==> src/hw/qio_defines.vh <==
`ifndef QIO_DEFINES_VH
`define QIO_DEFINES_VH
// ****************************************
// register indices (byte address = 4 * index)
// ****************************************
`define QIO_IDX_CHG_AB 6'h04
`define QIO_IDX_CHG_CD 6'h14
`define QIO_IDX_LATCH_AB 6'h0c
`define QIO_IDX_LATCH_CD 6'h1c
`define QIO_IDX_LVL_AB 6'h0d
`define QIO_IDX_LVL_CD 6'h1d
`define QIO_IDX_SNAP 6'h28
`define QIO_IDX_SNAP_CHAN 6'h29
`define QIO_IDX_REFRESH 6'h2a
`define QIO_IDX_CFG_A 6'h30
`define QIO_IDX_AUX 6'h34
`define QIO_IDX_MODE 6'h35
// ****************************************
// field positions
// ****************************************
`define QIO_CFG_P3 7:6
`define QIO_CFG_P2 5:4
`define QIO_CFG_P1 3:2
`define QIO_CFG_P0 1:0
`define QIO_SNAP_CNT 7:5
`define QIO_SNAP_TYPE 4:2
`define QIO_SNAP_CHAN 1:0
`define QIO_CODE_OFF 2'h0
`define QIO_CODE_GEN 2'h1
`define QIO_CODE_SRC_A 2'h2
`define QIO_CODE_SRC_B 2'h3
// ****************************************
// reset values
// ****************************************
`define QIO_CFG_RST 8'h00
`define QIO_LATCH_RST 8'h00
`define QIO_AUX_RST 8'h00
`define QIO_MODE_RST 4'h0
`define QIO_SNAP_RST 8'h00
// ****************************************
// timing
// ****************************************
`define QIO_CLK_PERIOD_NS 100
`define QIO_DET_PERIOD_NS 26040
`define QIO_DET_CYCLES (`QIO_DET_PERIOD_NS / `QIO_CLK_PERIOD_NS)
`define QIO_RESP_OKAY 2'h0
`define QIO_RESP_SLVERR 2'h2
`endif

==> src/hw/qio_port.v <==
// Our own choices: the address map and register access over AXI4-Lite.
`timescale 1ns/1ns
`include "qio_defines.vh"
// What this block does
// [RL1] low nibble of each change register repeats low nibble of pin-level register
// [RL2] high nibble shows pin1/pin0 change flags of both channels, enabled by aux bits
// [RL3] one 8-bit config per channel, two bits per pin, pin3 on top
// [RL4] code 00 turns off the driver only; inputs always stay live
// [RL5] general output drives the inverse of its latch bit
// [RL6] latch bits are written at indices 0c and 1c, one per pair
// [RL7] pin-level register shows live pin level, input or output
// [RL8] pin levels sit in a fixed scrambled bit order
// [RL9] pin levels are not frozen for a read; clocks may read garbage
// [RL10] codes 01/10/11 select latch or fixed clock sources per pin
// [RL11] input functions always sample the pin, even when driven
// [RL12] detectors on pin0/pin1 follow the pin whatever drives it
// [RL13] pin3 code not 00 makes pin1 the transmit clock input
// [RL14] pin2 carries rts when code 01, handshake bit and latch bit set
// [RL15] pin1 carries rts when code 01, handshake bit and latch bit set
// [RL16] interrupt snapshot refreshes on acknowledge or refresh write at 2a
// [RL17] interrupt request alone never refreshes the snapshot
// [RL18] snapshot holds 3-bit count, 3-bit type, 2-bit channel
// [RL19] type codes pass through unchanged from the arbiter
// [RL20] reading a change register clears its change flags
// [RL21] detectors sample at 38.4 kHz, confirm after two samples (1 to 2 periods)
// [RL22] reset puts every pin into input mode
// [RL23] pins pass a synchroniser before any internal use
// [RL24] software sets config before use and avoids reading clock pins
module qio_port #(
  parameter DET_CYCLES = `QIO_DET_CYCLES
) (
  input wire sys_clk, // 10 MHz
  input wire rst, // sync, active high
  input wire [7:0] s_axi_awaddr, // write address
  input wire s_axi_awvalid, // write address valid
  output wire s_axi_awready, // write address ready
  input wire [31:0] s_axi_wdata, // write data
  input wire [3:0] s_axi_wstrb, // byte enables
  input wire s_axi_wvalid, // write data valid
  output wire s_axi_wready, // write data ready
  output reg [1:0] s_axi_bresp, // write response
  output reg s_axi_bvalid, // write response valid
  input wire s_axi_bready, // write response ready
  input wire [7:0] s_axi_araddr, // read address
  input wire s_axi_arvalid, // read address valid
  output wire s_axi_arready, // read address ready
  output reg [31:0] s_axi_rdata, // read data
  output reg [1:0] s_axi_rresp, // read response
  output reg s_axi_rvalid, // read data valid
  input wire s_axi_rready, // read data ready
  input wire [15:0] pin_in, // pin levels, chan*4+pin
  output reg [15:0] pin_out, // pin drive value
  output reg [15:0] pin_oe, // pin drive enable
  input wire [3:0] transmit_clock_16x, // per channel
  input wire [3:0] transmit_clock_1x, // per channel
  input wire [3:0] receive_clock_16x, // per channel
  input wire [3:0] receive_clock_1x, // per channel
  input wire [1:0] counter_out, // counter/timer ab, cd
  input wire [3:0] request_to_send_n, // per channel
  output reg [3:0] clear_to_send_n, // to channels
  output reg [3:0] ext_transmit_clock, // to channels
  output reg [3:0] ext_receive_clock, // to channels
  output reg [1:0] counter_clock_in, // to counter ab, cd
  output reg [3:0] hs_enable, // mode_reg_one bit 7 copy, per channel
  input wire interrupt_ack_n, // acknowledge pin
  input wire [2:0] bid_count, // winning bid byte count
  input wire [2:0] bid_type, // winning bid type
  input wire [1:0] bid_chan // winning bid channel
);

// ****************************************
// helpers
// ****************************************
// pins {c1p3,c1p2,c1p1,c1p0,c0p3,c0p2,c0p1,c0p0} into register order
function [7:0] to_reg;
  input [7:0] p;
  begin
    to_reg = {p[7], p[6], p[3], p[2], p[5], p[4], p[1], p[0]}; // RL8
  end
endfunction

// register order back to per-pin order
function [7:0] to_pins;
  input [7:0] r;
  begin
    to_pins = {r[7], r[6], r[3], r[2], r[5], r[4], r[1], r[0]};
  end
endfunction

function [1:0] field;
  input [7:0] cfg;
  input [1:0] n;
  begin
    case (n)
      2'h0: field = cfg[`QIO_CFG_P0];
      2'h1: field = cfg[`QIO_CFG_P1];
      2'h2: field = cfg[`QIO_CFG_P2];
      default: field = cfg[`QIO_CFG_P3];
    endcase
  end
endfunction

// ****************************************
// state
// ****************************************
reg [7:0] cfg_q [0:3];
reg [7:0] latch_q [0:1];
reg [7:0] aux_q;
reg [3:0] mode_q;
reg [7:0] snap_q;
reg [7:0] chg_q [0:1];
reg [15:0] s1_q;
reg [15:0] s2_q;
reg [15:0] s3_q;
reg [15:0] lvl_q;
reg [2:0] ack_q;
reg ack_lvl_q;
reg [8:0] tick_cnt_q;
reg tick_q;
wire [7:0] ev_w;
reg aw_full_q;
reg w_full_q;
reg [7:0] aw_addr_q;
reg [7:0] w_data_q;
reg w_lane_q;

wire [15:0] latch_pins = {to_pins(latch_q[1]), to_pins(latch_q[0])};
wire wr_go = aw_full_q & w_full_q & ~s_axi_bvalid;
wire [5:0] wr_idx = aw_addr_q[7:2];
wire rd_go = s_axi_arvalid & ~s_axi_rvalid;
wire [5:0] rd_idx = s_axi_araddr[7:2];
wire ack_fall = ack_lvl_q & ~((ack_q[1] == ack_q[2]) ? ack_q[2] : ack_lvl_q);

assign s_axi_awready = ~aw_full_q & ~s_axi_bvalid;
assign s_axi_wready = ~w_full_q & ~s_axi_bvalid;
assign s_axi_arready = ~s_axi_rvalid;

// ****************************************
// pin synchronisers
// ****************************************
always @(posedge sys_clk) begin
  if (rst) begin
    s1_q <= 16'h0000;
    s2_q <= 16'h0000;
    s3_q <= 16'h0000;
    lvl_q <= 16'h0000;
    ack_q <= 3'h7;
    ack_lvl_q <= 1'b1;
  end else begin
    s1_q <= pin_in; // RL23
    s2_q <= s1_q;
    s3_q <= s2_q;
    // a change counts once stages two and three agree
    lvl_q <= (s2_q & s3_q) | (lvl_q & (s2_q ^ s3_q)); // RL7 RL11
    ack_q <= {ack_q[1:0], interrupt_ack_n};
    if (ack_q[1] == ack_q[2]) begin
      ack_lvl_q <= ack_q[2];
    end
  end
end

// ****************************************
// change detectors
// ****************************************
always @(posedge sys_clk) begin
  if (rst) begin
    tick_cnt_q <= 9'h000;
    tick_q <= 1'b0;
  end else if (tick_cnt_q == DET_CYCLES - 1) begin
    tick_cnt_q <= 9'h000;
    tick_q <= 1'b1; // RL21
  end else begin
    tick_cnt_q <= tick_cnt_q + 9'h001;
    tick_q <= 1'b0;
  end
end

genvar k;
generate
  for (k = 0; k < 8; k = k + 1) begin : g_det
    // detector k watches channel k/2, pin k%2
    localparam integer PIN = (k / 2) * 4 + (k % 2);
    reg samp_q;
    reg stable_q;
    always @(posedge sys_clk) begin
      if (rst) begin
        samp_q <= 1'b0;
        stable_q <= 1'b0;
      end else if (tick_q) begin
        samp_q <= lvl_q[PIN]; // RL12
        // same new level on two samples: stable 1 to 2 periods
        if (samp_q == lvl_q[PIN] && stable_q != lvl_q[PIN]) begin
          stable_q <= lvl_q[PIN]; // RL21
        end
      end
    end
    assign ev_w[k] = tick_q & (samp_q == lvl_q[PIN]) & (stable_q != lvl_q[PIN]) & aux_q[k];
  end
endgenerate

// ****************************************
// pin drivers and channel inputs
// ****************************************
integer c;
integer n;
always @(posedge sys_clk) begin
  if (rst) begin
    pin_out <= 16'h0000;
    pin_oe <= 16'h0000; // RL22
    clear_to_send_n <= 4'hf;
    ext_transmit_clock <= 4'h0;
    ext_receive_clock <= 4'h0;
    counter_clock_in <= 2'h0;
  end else begin
    for (c = 0; c < 4; c = c + 1) begin
      for (n = 0; n < 4; n = n + 1) begin
        pin_oe[c * 4 + n] <= (field(cfg_q[c], n[1:0]) != `QIO_CODE_OFF); // RL4
        case (field(cfg_q[c], n[1:0]))
          `QIO_CODE_GEN: begin
            // rts may take over pins 1 and 2 when handshake is on
            if (n != 0 && n != 3 && mode_q[c] && latch_pins[c * 4 + n]) begin
              pin_out[c * 4 + n] <= request_to_send_n[c]; // RL14 RL15
            end else begin
              pin_out[c * 4 + n] <= ~latch_pins[c * 4 + n]; // RL5 RL10
            end
          end
          `QIO_CODE_SRC_A: begin
            case (n)
              0: pin_out[c * 4 + n] <= transmit_clock_1x[c]; // RL10
              1: pin_out[c * 4 + n] <= c[0] ? counter_out[c / 2] : receive_clock_16x[c];
              2: pin_out[c * 4 + n] <= receive_clock_1x[c];
              default: pin_out[c * 4 + n] <= transmit_clock_16x[c];
            endcase
          end
          `QIO_CODE_SRC_B: begin
            case (n)
              0: pin_out[c * 4 + n] <= transmit_clock_16x[c]; // RL10
              1: pin_out[c * 4 + n] <= receive_clock_1x[c];
              2: pin_out[c * 4 + n] <= receive_clock_16x[c];
              default: pin_out[c * 4 + n] <= transmit_clock_1x[c];
            endcase
          end
          default: pin_out[c * 4 + n] <= 1'b1;
        endcase
      end
      // inputs read the pin even while it is driven
      clear_to_send_n[c] <= lvl_q[c * 4]; // RL11
      ext_receive_clock[c] <= lvl_q[c * 4 + 2];
      if (cfg_q[c][`QIO_CFG_P3] != `QIO_CODE_OFF) begin
        ext_transmit_clock[c] <= lvl_q[c * 4 + 1]; // RL13
      end else begin
        ext_transmit_clock[c] <= lvl_q[c * 4 + 3];
      end
    end
    counter_clock_in <= {lvl_q[9], lvl_q[1]}; // RL11
  end
end

// ****************************************
// register writes
// ****************************************
integer i;
always @(posedge sys_clk) begin
  if (rst) begin
    for (i = 0; i < 4; i = i + 1) begin
      cfg_q[i] <= `QIO_CFG_RST; // RL22
    end
    latch_q[0] <= `QIO_LATCH_RST;
    latch_q[1] <= `QIO_LATCH_RST;
    aux_q <= `QIO_AUX_RST;
    mode_q <= `QIO_MODE_RST;
    snap_q <= `QIO_SNAP_RST;
    hs_enable <= `QIO_MODE_RST;
    aw_full_q <= 1'b0;
    w_full_q <= 1'b0;
    aw_addr_q <= 8'h00;
    w_data_q <= 8'h00;
    w_lane_q <= 1'b0;
    s_axi_bvalid <= 1'b0;
    s_axi_bresp <= `QIO_RESP_OKAY;
  end else begin
    hs_enable <= mode_q;
    if (s_axi_awvalid && s_axi_awready) begin
      aw_full_q <= 1'b1;
      aw_addr_q <= s_axi_awaddr;
    end
    if (s_axi_wvalid && s_axi_wready) begin
      w_full_q <= 1'b1;
      w_data_q <= s_axi_wdata[7:0];
      w_lane_q <= s_axi_wstrb[0];
    end
    if (s_axi_bvalid && s_axi_bready) begin
      s_axi_bvalid <= 1'b0;
    end
    if (wr_go) begin
      aw_full_q <= 1'b0;
      w_full_q <= 1'b0;
      s_axi_bvalid <= 1'b1;
      s_axi_bresp <= `QIO_RESP_OKAY;
      case (wr_idx)
        `QIO_IDX_LATCH_AB: if (w_lane_q) latch_q[0] <= w_data_q; // RL6
        `QIO_IDX_LATCH_CD: if (w_lane_q) latch_q[1] <= w_data_q; // RL6
        `QIO_IDX_AUX: if (w_lane_q) aux_q <= w_data_q;
        `QIO_IDX_MODE: if (w_lane_q) mode_q <= w_data_q[3:0];
        `QIO_IDX_REFRESH: ;
        `QIO_IDX_CFG_A, `QIO_IDX_CFG_A + 6'h01, `QIO_IDX_CFG_A + 6'h02,
        `QIO_IDX_CFG_A + 6'h03: begin
          if (w_lane_q) cfg_q[wr_idx[1:0]] <= w_data_q; // RL3
        end
        default: s_axi_bresp <= `QIO_RESP_SLVERR;
      endcase
    end
    // only acknowledge or the refresh write move the snapshot, never the request
    if (ack_fall || (wr_go && wr_idx == `QIO_IDX_REFRESH)) begin
      snap_q <= {bid_count, bid_type, bid_chan}; // RL16 RL17 RL18 RL19
    end
  end
end

// ****************************************
// change flags: set wins over read clear
// ****************************************
always @(posedge sys_clk) begin
  if (rst) begin
    chg_q[0] <= 8'h00;
    chg_q[1] <= 8'h00;
  end else begin
    chg_q[0] <= ((rd_go && rd_idx == `QIO_IDX_CHG_AB) ? 8'h00 : chg_q[0])
      | {ev_w[3:0], 4'h0}; // RL2 RL20
    chg_q[1] <= ((rd_go && rd_idx == `QIO_IDX_CHG_CD) ? 8'h00 : chg_q[1])
      | {ev_w[7:4], 4'h0}; // RL2 RL20
  end
end

// ****************************************
// register reads
// ****************************************
wire [7:0] lvl_ab = to_reg(lvl_q[7:0]); // RL8 RL9
wire [7:0] lvl_cd = to_reg(lvl_q[15:8]);
always @(posedge sys_clk) begin
  if (rst) begin
    s_axi_rvalid <= 1'b0;
    s_axi_rdata <= 32'h00000000;
    s_axi_rresp <= `QIO_RESP_OKAY;
  end else begin
    if (s_axi_rvalid && s_axi_rready) begin
      s_axi_rvalid <= 1'b0;
    end
    if (rd_go) begin
      s_axi_rvalid <= 1'b1;
      s_axi_rresp <= `QIO_RESP_OKAY;
      s_axi_rdata <= 32'h00000000;
      case (rd_idx)
        `QIO_IDX_CHG_AB: s_axi_rdata[7:0] <= {chg_q[0][7:4], lvl_ab[3:0]}; // RL1 RL2
        `QIO_IDX_CHG_CD: s_axi_rdata[7:0] <= {chg_q[1][7:4], lvl_cd[3:0]}; // RL1 RL2
        `QIO_IDX_LVL_AB: s_axi_rdata[7:0] <= lvl_ab; // RL7
        `QIO_IDX_LVL_CD: s_axi_rdata[7:0] <= lvl_cd; // RL7
        `QIO_IDX_LATCH_AB, `QIO_IDX_LATCH_CD: ;
        `QIO_IDX_SNAP: s_axi_rdata[7:0] <= snap_q; // RL18
        `QIO_IDX_SNAP_CHAN: s_axi_rdata[7:0] <= {6'h00, snap_q[`QIO_SNAP_CHAN]};
        `QIO_IDX_REFRESH: s_axi_rdata[7:0] <= {5'h00, snap_q[`QIO_SNAP_CNT]};
        `QIO_IDX_AUX: s_axi_rdata[7:0] <= aux_q;
        `QIO_IDX_MODE: s_axi_rdata[7:0] <= {4'h0, mode_q};
        `QIO_IDX_CFG_A, `QIO_IDX_CFG_A + 6'h01, `QIO_IDX_CFG_A + 6'h02,
        `QIO_IDX_CFG_A + 6'h03: begin
          s_axi_rdata[7:0] <= cfg_q[rd_idx[1:0]]; // RL3
        end
        default: s_axi_rresp <= `QIO_RESP_SLVERR;
      endcase
    end
  end
end

endmodule

==> config.mk <==
export PLATFORM = sky130hd
export DESIGN_NAME = qio_port
export DESIGN_NICKNAME = d
export VERILOG_FILES = /design/src/hw/qio_port.v
export VERILOG_INCLUDE_DIRS = /design/src /design/src/hw
export SDC_FILE = /design/constraint.sdc
export NUM_CORES = 1
export LEC_CHECK = 0
export ABC_CLOCK_PERIOD_IN_PS = 2000
export BUFFER_PORTS_ARGS = -buffer_cell sky130_fd_sc_hd__clkbuf_2
export CAP_MARGIN = 0
export CORE_UTILIZATION = 25
export CTS_CLUSTER_SIZE = 20
export DETAILED_ROUTE_END_ITERATION = 10
export SYNTH_ARGS = -nofsm -noshare
export SYNTH_HDL_FRONTEND = slang
export SYNTH_SLANG_ARGS = --single-unit
==> constraint.sdc <==
create_clock -name sys_clk -period 2 [get_ports sys_clk]
set_input_delay 0.2 -clock sys_clk [delete_from_list [all_inputs] [get_ports sys_clk]]
set_output_delay 0.2 -clock sys_clk [all_outputs]
set_load 0.1 [all_outputs]
Word-level counts from Yosys, hierarchy flattened
Memory sizes are Yosys's and may differ from the RTL's.
Index checks and enable logic that the tools add are counted.
{"block": "word_totals", "regBits": 197, "ramBits": 64, "out_inout_bits": 91, "wordCells": 340, "n_memories": 3}
{"name": "cfg_q", "words": 4, "width": 8, "read_ports": 5, "rd_ports_with_merged_regs": 0, "write_ports": 4, "line": "qio_port.v:106", "text": "reg [7:0] cfg_q [0:3];"}
{"name": "chg_q", "words": 2, "width": 8, "read_ports": 2, "rd_ports_with_merged_regs": 0, "write_ports": 2, "line": "qio_port.v:111", "text": "reg [7:0] chg_q [0:1];"}
{"name": "latch_q", "words": 2, "width": 8, "read_ports": 2, "rd_ports_with_merged_regs": 0, "write_ports": 2, "line": "qio_port.v:107", "text": "reg [7:0] latch_q [0:1];"}
{"block": "op_classes", "add_sub_neg": 1, "eq_ne": 90, "muxes": 78, "bitwise_logic": 61, "n_reduce_logical": 63}
{"operator": "$eq A6 B6 Y1 const B", "n": 16}
{"operator": "$pmux W8 S10", "n": 1}
{"operator": "$eq A2 B2 Y1 const B", "n": 32}
{"operator": "$mux W8", "n": 7}
{"operator": "$pmux W1 S3", "n": 16}
{"operator": "$reduce_bool A2 Y1", "n": 22}
{"operator": "$mux W2", "n": 19}
{"operator": "$mux W1", "n": 35}
{"operator": "$and A16 B16 Y16", "n": 2}
{"operator": "$eq A2 B1 Y1 const B", "n": 16}
{"operator": "$and A1 B1 Y1", "n": 30}
{"operator": "$eq A6 B5 Y1 const B", "n": 4}
{"operator": "$logic_and A1 B1 Y1", "n": 23}
{"operator": "$not A1 Y1", "n": 21}
{"operator": "$eq A6 B4 Y1 const B", "n": 3}
{"operator": "$or A16 B16 Y16", "n": 1}
{"operator": "$or A8 B8 Y8", "n": 2}
{"operator": "$reduce_and A2 Y1", "n": 8}
{"operator": "$xor A16 B16 Y16", "n": 1}
{"operator": "$reduce_or A15 Y1", "n": 1}
{"operator": "$add A9 B1 Y9 const B", "n": 1}
{"operator": "$eq A1 B1 Y1", "n": 9}
{"operator": "$eq A9 B9 Y1 const B", "n": 1}
{"operator": "$reduce_or A9 Y1", "n": 1}
{"operator": "other kinds (8)", "n": 21}

Logic depth before layout (Yosys ltp)
Gate-level depths: netlist of run 1.
{"block": "depth", "word_depth": 8, "ltp_mapped": 6, "mapped_depth_nobuf": 4}

Worst setup path before layout of run 1
Ideal clock, no wire load.
{"block": "synth_path", "kind": "register to register", "start": "register s_axi_bvalid", "end": "register w_data_q[0]", "setup_time_ns": 0.132, "arrival_time_ns": 2.847, "path_slack_ns": -0.980, "path_stages_with_launch": 5, "cell_sequence": "dfxtp_1 > nor2_1 > nand2_1 > nand2_1 > a21oi_1"}
{"block": "synth_between", "elab_chain_len": 3}
{"item": "start: declaration", "line": "qio_port.v:42", "text": "output reg s_axi_bvalid,"}
{"item": "start signal: assignment", "line": "qio_port.v:279", "text": "s_axi_bvalid <= 1'b0;"}
{"item": "start signal: assignment", "line": "qio_port.v:293", "text": "s_axi_bvalid <= 1'b0;"}
{"item": "start signal: assignment", "line": "qio_port.v:298", "text": "s_axi_bvalid <= 1'b1;"}
{"item": "$not A1 Y1", "line": "qio_port.v:135", "text": "assign s_axi_wready = ~w_full_q & ~s_axi_bvalid;"}
{"item": "$and A1 B1 Y1", "line": "qio_port.v:135"}
{"item": "via s_axi_wready", "line": "qio_port.v:40", "text": "output wire s_axi_wready,"}
{"item": "$logic_and A1 B1 Y1", "line": "qio_port.v:287", "text": "if (s_axi_wvalid && s_axi_wready) begin"}
{"item": "end signal: assignment", "line": "qio_port.v:289", "text": "w_data_q <= s_axi_wdata[7:0];"}
{"item": "end: declaration", "line": "qio_port.v:124", "text": "reg [7:0] w_data_q;"}
The timed path passes the listed nets, and every way through them passes these cells.
A chain may end at the register's enable or synchronous reset.

==> flow_summary.ini, run 1 <==
[routing]
antenna_left = 0
dr.pass1.iters = 4
drt_iter0_drc = 387
wl_mm = 27.7
drc = 0
vias_per_cell = 4.35
avgRoutedWirePerCell_um = 16.2
dr_total_vias = 7458

[finish]
fin_cells = 1714
nets = 1299
layout-drive-gt1-share = 0.217
area_delta_synth_final_pct = 29.2
final_core_util = 0.330
multi_input_area_um2 = 4130
nFillCells = 3978
final_cell_area_um2 = 12800
regArea_um2 = 5470
diodes = 0

[setup_path]
required_ns = 2.25
rr_startpoint = s_axi_bvalid
worstPathArrival_ns = 2.12
ff2ff_path_depth = 4
end_kind = register
critPathKind = reg -> reg
r2r_end = cfg_q[1][3]
startpoint_type = register
startpoint = s_axi_bvalid
rrSetupSlack_ns = 0.13
cp_max_fo = 8

[power]
power.internal_mw = 8.78
power_frac_comb = 0.111
power_switching_mw = 3.13
ir_drop_mv = 0.516
switching_share = 0.263
p_seq_frac = 0.452
clockPowerShare = 0.437
powerDensity_nw_per_um2 = 928
cellLeakagePower_nw = 5.31

[min_path]
min_to = pin_out[6]
hold_path_depth = 3
hp-start = receive_clock_16x[1]
worstHoldPathType = in -> reg

[sta]
setup_ws_ns = 0.131
tightest_slew_ns = 0.750
setup_viol = 0
timing.final.crit_share = 0.934
rsz0062_at_grt = no
fmax_mhz = 535
fin_crit_ns = 1.87
slew_violations = 0
hold_violations = 0
whs_ns = 0.0266
slew_headroom = 0.498
skew_ns = 0.00896

[floorplan]
core_area_um2 = 38900
ios = 197
rows = 72
dieArea_um2 = 40600
die_w_um = 201
initial_core_util = 0.255
die_h_um = 201

[clock_network]
cts_inserted_buffers = 27
hold_buffers = 52
cts_resized = 0
clockBufferDepth = 3
postCtsSetupRepairBufs = 0
root_buffer = clkbuf_16
clkTransAtPathRegs_ns = 0.06
h-tree-depth = 1
clock_sinks = 249
clock_latency_ns = 0.54
cts_tree = done

[synthesis]
syn-mean-instance-area_um2 = 10.4
synth_fa_ha_area_frac = 0.0214
synthDominantCellAreaShare = 0.405
ys_warn_count = 0
netlist_top_cells_count = 201 x dfxtp_1, 120 x nor2_1, 60 x nor2b_1
syn_area_um2 = 9940
ys_ff_latch = 249
synth_cell_types = 56
synth_top_family_by_area = simple AND/OR/NAND/NOR gates
synth_xor_area_frac = 0.00705
synthSimpleGateAreaFrac = 0.207
syn_inst = 957
synth.area.top_cells = dfxtp_1 40%, edfxtp_1 15%, mux2i_1 5.1%
synthFlopType = dfxtp_1
synth_most_common_cell = dfxtp_1
synth_edf_count = 48
synth-compound-area-share = 0.0978
async_reset_ff_frac = 0
synthMuxAreaShare = 0.0718
seq_area_frac_synth = 0.550
synth_top_area_cell = dfxtp_1

[flow_run]
cap_viol_max_count = 0

[global_routing]
overflow = 0
grt_use_total = 0.136
antenna_found_initial = 1
grt_max_degree = 77
grt_pass1_vias = 7428
grt_pass1_wl_mm = 43.1

[place]
hpwlAfterDp_mm = 20.7
placed_cell_area_um2 = 11400
placed_cells = 1613
gp_congestion = 0.827
dp_worst_setup_slack_ns = 0.129
portBuffers = 139

[status]
status = finished clean
-- logic make-up after synthesis --
group                      after synthesis
adders and majority gates               17
buffers and inverters                   88
DFF                                    249
and+or+nand+nor                        386
other                                    1
xor gates and xnor gates                 8
AOI/OAI and AO/OA                      147
muxes                                   61
-- sequential cells by signal, indices dropped and copies added (netlist names), 9 cells and up --
| signal | count |
|---|---|
| cfg_q | 32 |
| latch_q | 16 |
| lvl_q | 16 |
| pin_oe | 16 |
| pin_out | 16 |
| s1_q | 16 |
| s2_q | 16 |
| s3_q | 16 |
| tick_cnt_q | 9 |
-- worst max-delay path, cell delays in order, from the launching register on --
cell and delay (ns):
dfxtp_4 0.33, nand4b_1 0.21, or4_1 0.55, nor3_2 0.24
or2_4 0.24
-- power by group through the flow --
stage | Sequential (mW) | Clock (mW) | Combinational, mW
after CTS | 5.39 | 5.35 | 1.33
after global placement | 5.50 | 0 | 1.24
final | 5.39 | 5.20 | 1.32
after floorplan | 5.81 | 0 | 0.636
after global routing | 5.41 | 5.58 | 1.40
after detailed placement | 5.50 | 0 | 1.25
-- layout make-up --
cell class / instances / share of cell area
repair buffers: 236 / 0.124
multi-input cells: 645 / 0.322
inverters: 17 / 0.00497
clock buffers: 35 / 0.0588
clock inverters: 14 / 0.0136
well taps: 518 / 0.0505
flip-flops and latches: 249 / 0.426
-- per-layer routing --
metal,vias to the layer above,wire [um],GRT usage
li1,3735,-,-
met1,3532,13500,0.188
met2,159,12300,0.211
met3,32,1340,0.0245
met4,0,606,0.0473
met5,-,0,0
-- worst max path at each step --
| stage | to | slack (ns) | cells past startpoint |
|---|---|---|---|
| 4_1_cts | cfg_q[0][5] | 0.13 | 4 |
| 5_1_grt | latch_q[0][14] | 0.07 | 5 |
| 3_5_place_dp | cfg_q[0][5] | 0.13 | 4 |
| 2_1_floorplan | cfg_q[0][0] | -0.05 | 4 |
| 3_3_place_gp | cfg_q[0][3] | 0.15 | 4 |
| 6_report | cfg_q[1][3] | 0.13 | 4 |
-- through the flow --
| stage | power [mW] | TNS [ns] |
|---|---|---|
| after CTS | 12.1 | 0 |
| after global placement | 6.74 | 0 |
| after global routing | 12.4 | 0 |
| after floorplan | 6.44 | -1.37 |
| final | 11.9 | 0 |
| after detailed placement | 6.75 | 0 |
-- placed cells by master (no fill, tap or decap), types with 8 or more instances in the layout --
cell type / instances
a21oi_1: 52
nor2b_1: 60
a211oi_1: 20
nand2_1: 54
o21ai_0: 22
nand2b_1: 16
and2_1: 43
mux2i_1: 51
nor3_1: 11
mux4_2: 8
a32oi_1: 17
and3_1: 9
clkbuf_2: 138
dlygate4sd3_1: 52
dfxtp_1: 199
nor2_1: 119
conb_1: 26
buf_4: 42
inv_1: 17
a221oi_1: 9
nand3b_1: 10
edfxtp_1: 48
a21o_1: 9
or2_2: 9
ha_1: 17
clkbuf_16: 27
nor3b_1: 17
Note: power is estimated with default switching activity, not from simulation.
==> run 2, diff against run 1 <==
--- a/config.mk
+++ b/config.mk
@@ -9,9 +9,11 @@
 export ABC_CLOCK_PERIOD_IN_PS = 2000
 export BUFFER_PORTS_ARGS = -buffer_cell sky130_fd_sc_hd__clkbuf_2
 export CAP_MARGIN = 0
-export CORE_UTILIZATION = 25
+export CORE_ASPECT_RATIO = 0.9
+export CORE_UTILIZATION = 50
 export CTS_CLUSTER_SIZE = 20
 export DETAILED_ROUTE_END_ITERATION = 10
+export PLACE_DENSITY = 0.76
 export SYNTH_ARGS = -nofsm -noshare
 export SYNTH_HDL_FRONTEND = slang
 export SYNTH_SLANG_ARGS = --single-unit
==> flow_summary.ini, run 2 (synthesis gave the netlist of run 1 again) <==
[status]
status = finished clean

[sta]
fmax_mhz = 512
setup_tns_ns = 0
setup_ws_ns = 0.0450
tightest_slew_ns = 0.891
fin_crit_ns = 1.96
rsz0062_at_grt = yes
timing.final.crit_share = 0.978
skew_ns = 0.0191
slew_violations = 0
setup_viol = 0
slew_headroom = 0.402
hold_violations = 0

[global_routing]
grt_pass1_vias = 6990
grt_max_degree = 39
antenna_found_initial = 0
overflow = 0
grt_pass1_wl_mm = 36.4
grt_use_total = 0.230

[routing]
drc = 0
dr_total_vias = 7545
antenna_left = 0
drt_iter0_drc = 645
vias_per_cell = 5.29
dr.pass1.iters = 5
avgRoutedWirePerCell_um = 16.3
wl_mm = 23.3

[clock_network]
clock_latency_ns = 0.52
clkTransAtPathRegs_ns = 0.06
clock_sinks = 249
h-tree-depth = 1
root_buffer = clkbuf_16
clockBufferDepth = 3
cts_inserted_buffers = 25
postCtsSetupRepairBufs = 0
cts_tree = done

[min_path]
min_to = pin_out[6]
hp-start = receive_clock_16x[1]
hold_path_depth = 3
worstHoldPathType = in -> reg

[place]
portBuffers = 139
dp_worst_setup_slack_ns = 0.0648
placed_cell_area_um2 = 11000
hpwlAfterDp_mm = 16.6
gp_congestion = 0.876

[setup_path]
rrSetupSlack_ns = 0.04
cp_max_fo = 8
r2r_end = cfg_q[1][4]
startpoint_type = register
critPathKind = reg -> reg
startpoint = w_full_q
end_kind = register
ff2ff_path_depth = 4
worstPathArrival_ns = 2.18
required_ns = 2.22
rr_startpoint = w_full_q

[finish]
layout-drive-gt1-share = 0.208
multi_input_area_um2 = 4130
nFillCells = 1569
final_common_cell = dfxtp_1
area_delta_synth_final_pct = 23.1
nets = 1280
largest_reg_flops = 32
regArea_um2 = 5470
diodes = 0
final_cell_area_um2 = 12200
largest-register = cfg_q
layout_common_cells = 199 x dfxtp_1, 138 x clkbuf_2, 119 x nor2_1
final_core_util = 0.633

[floorplan]
core_area_um2 = 19300
ios = 197
die_h_um = 136
dieArea_um2 = 20400
rows = 48
initial_core_util = 0.514
die_w_um = 151

[power]
powerDensity_nw_per_um2 = 920
ir_drop_mv = 0.676
cellLeakagePower_nw = 5.19

[flow_run]
cap_viol_max_count = 0
run 2: worst max-delay path, stage by stage (launching register included):
cell and delay [ns]:
dfxtp_1 0.40, nand4b_1 0.19, or4_1 0.56, nor3_2 0.27
or2_4 0.26
run 2: routing by layer:
layer,up-vias,track usage,routed length (um)
li1,3707,-,-
met1,3520,0.329,10600
met2,287,0.363,10500
met3,31,0.0380,1770
met4,0,0.0500,382
met5,-,0,0
run 2: final cells by class:
class	count	share of cell area
clock buffer	41	0.0626
multi-input combinational	645	0.338
inverter	17	0.00522
sequential	249	0.447
tap	250	0.0256
clock inverter	5	0.00450
timing repair buffer	219	0.117
run 2: stage by stage:
stage               power (mW)  hold WS, ns  cells
global placement          6.69        0.401   1337
finish                    11.3       0.0103   1426
detailed placement        6.70        0.396   1337
CTS                       11.3      0.00199   1426
floorplan                 6.44        0.304    982
global route              11.6       0.0174   1426
run 2: report_power, final:
group / leakage [nW] / switching [mW] / internal (mW)
Clock: 0.406 / 1.86 / 2.74
Sequential: 2.14 / 0.126 / 5.27
Combinational: 2.64 / 0.941 / 0.329
Total: 5.19 / 2.92 / 8.33
run 2: timing repair:
action | 4_1_cts | 5_1_grt
gates resized for setup | 0 | 0
hold buffers | 43 | 0
endpoints found under the hold margin | 43 | 0
setup endpoints to repair | 0 | 16
run 2: worst max path at each step:
stage | endpoint | slack (ns)
floorplan | cfg_q[0][0] | -0.05
global placement | s_axi_rdata[0] | 0.11
detailed placement | cfg_q[1][4] | 0.06
CTS | cfg_q[1][4] | 0.07
global route | cfg_q[1][5] | -0.04
finish | cfg_q[1][4] | 0.04
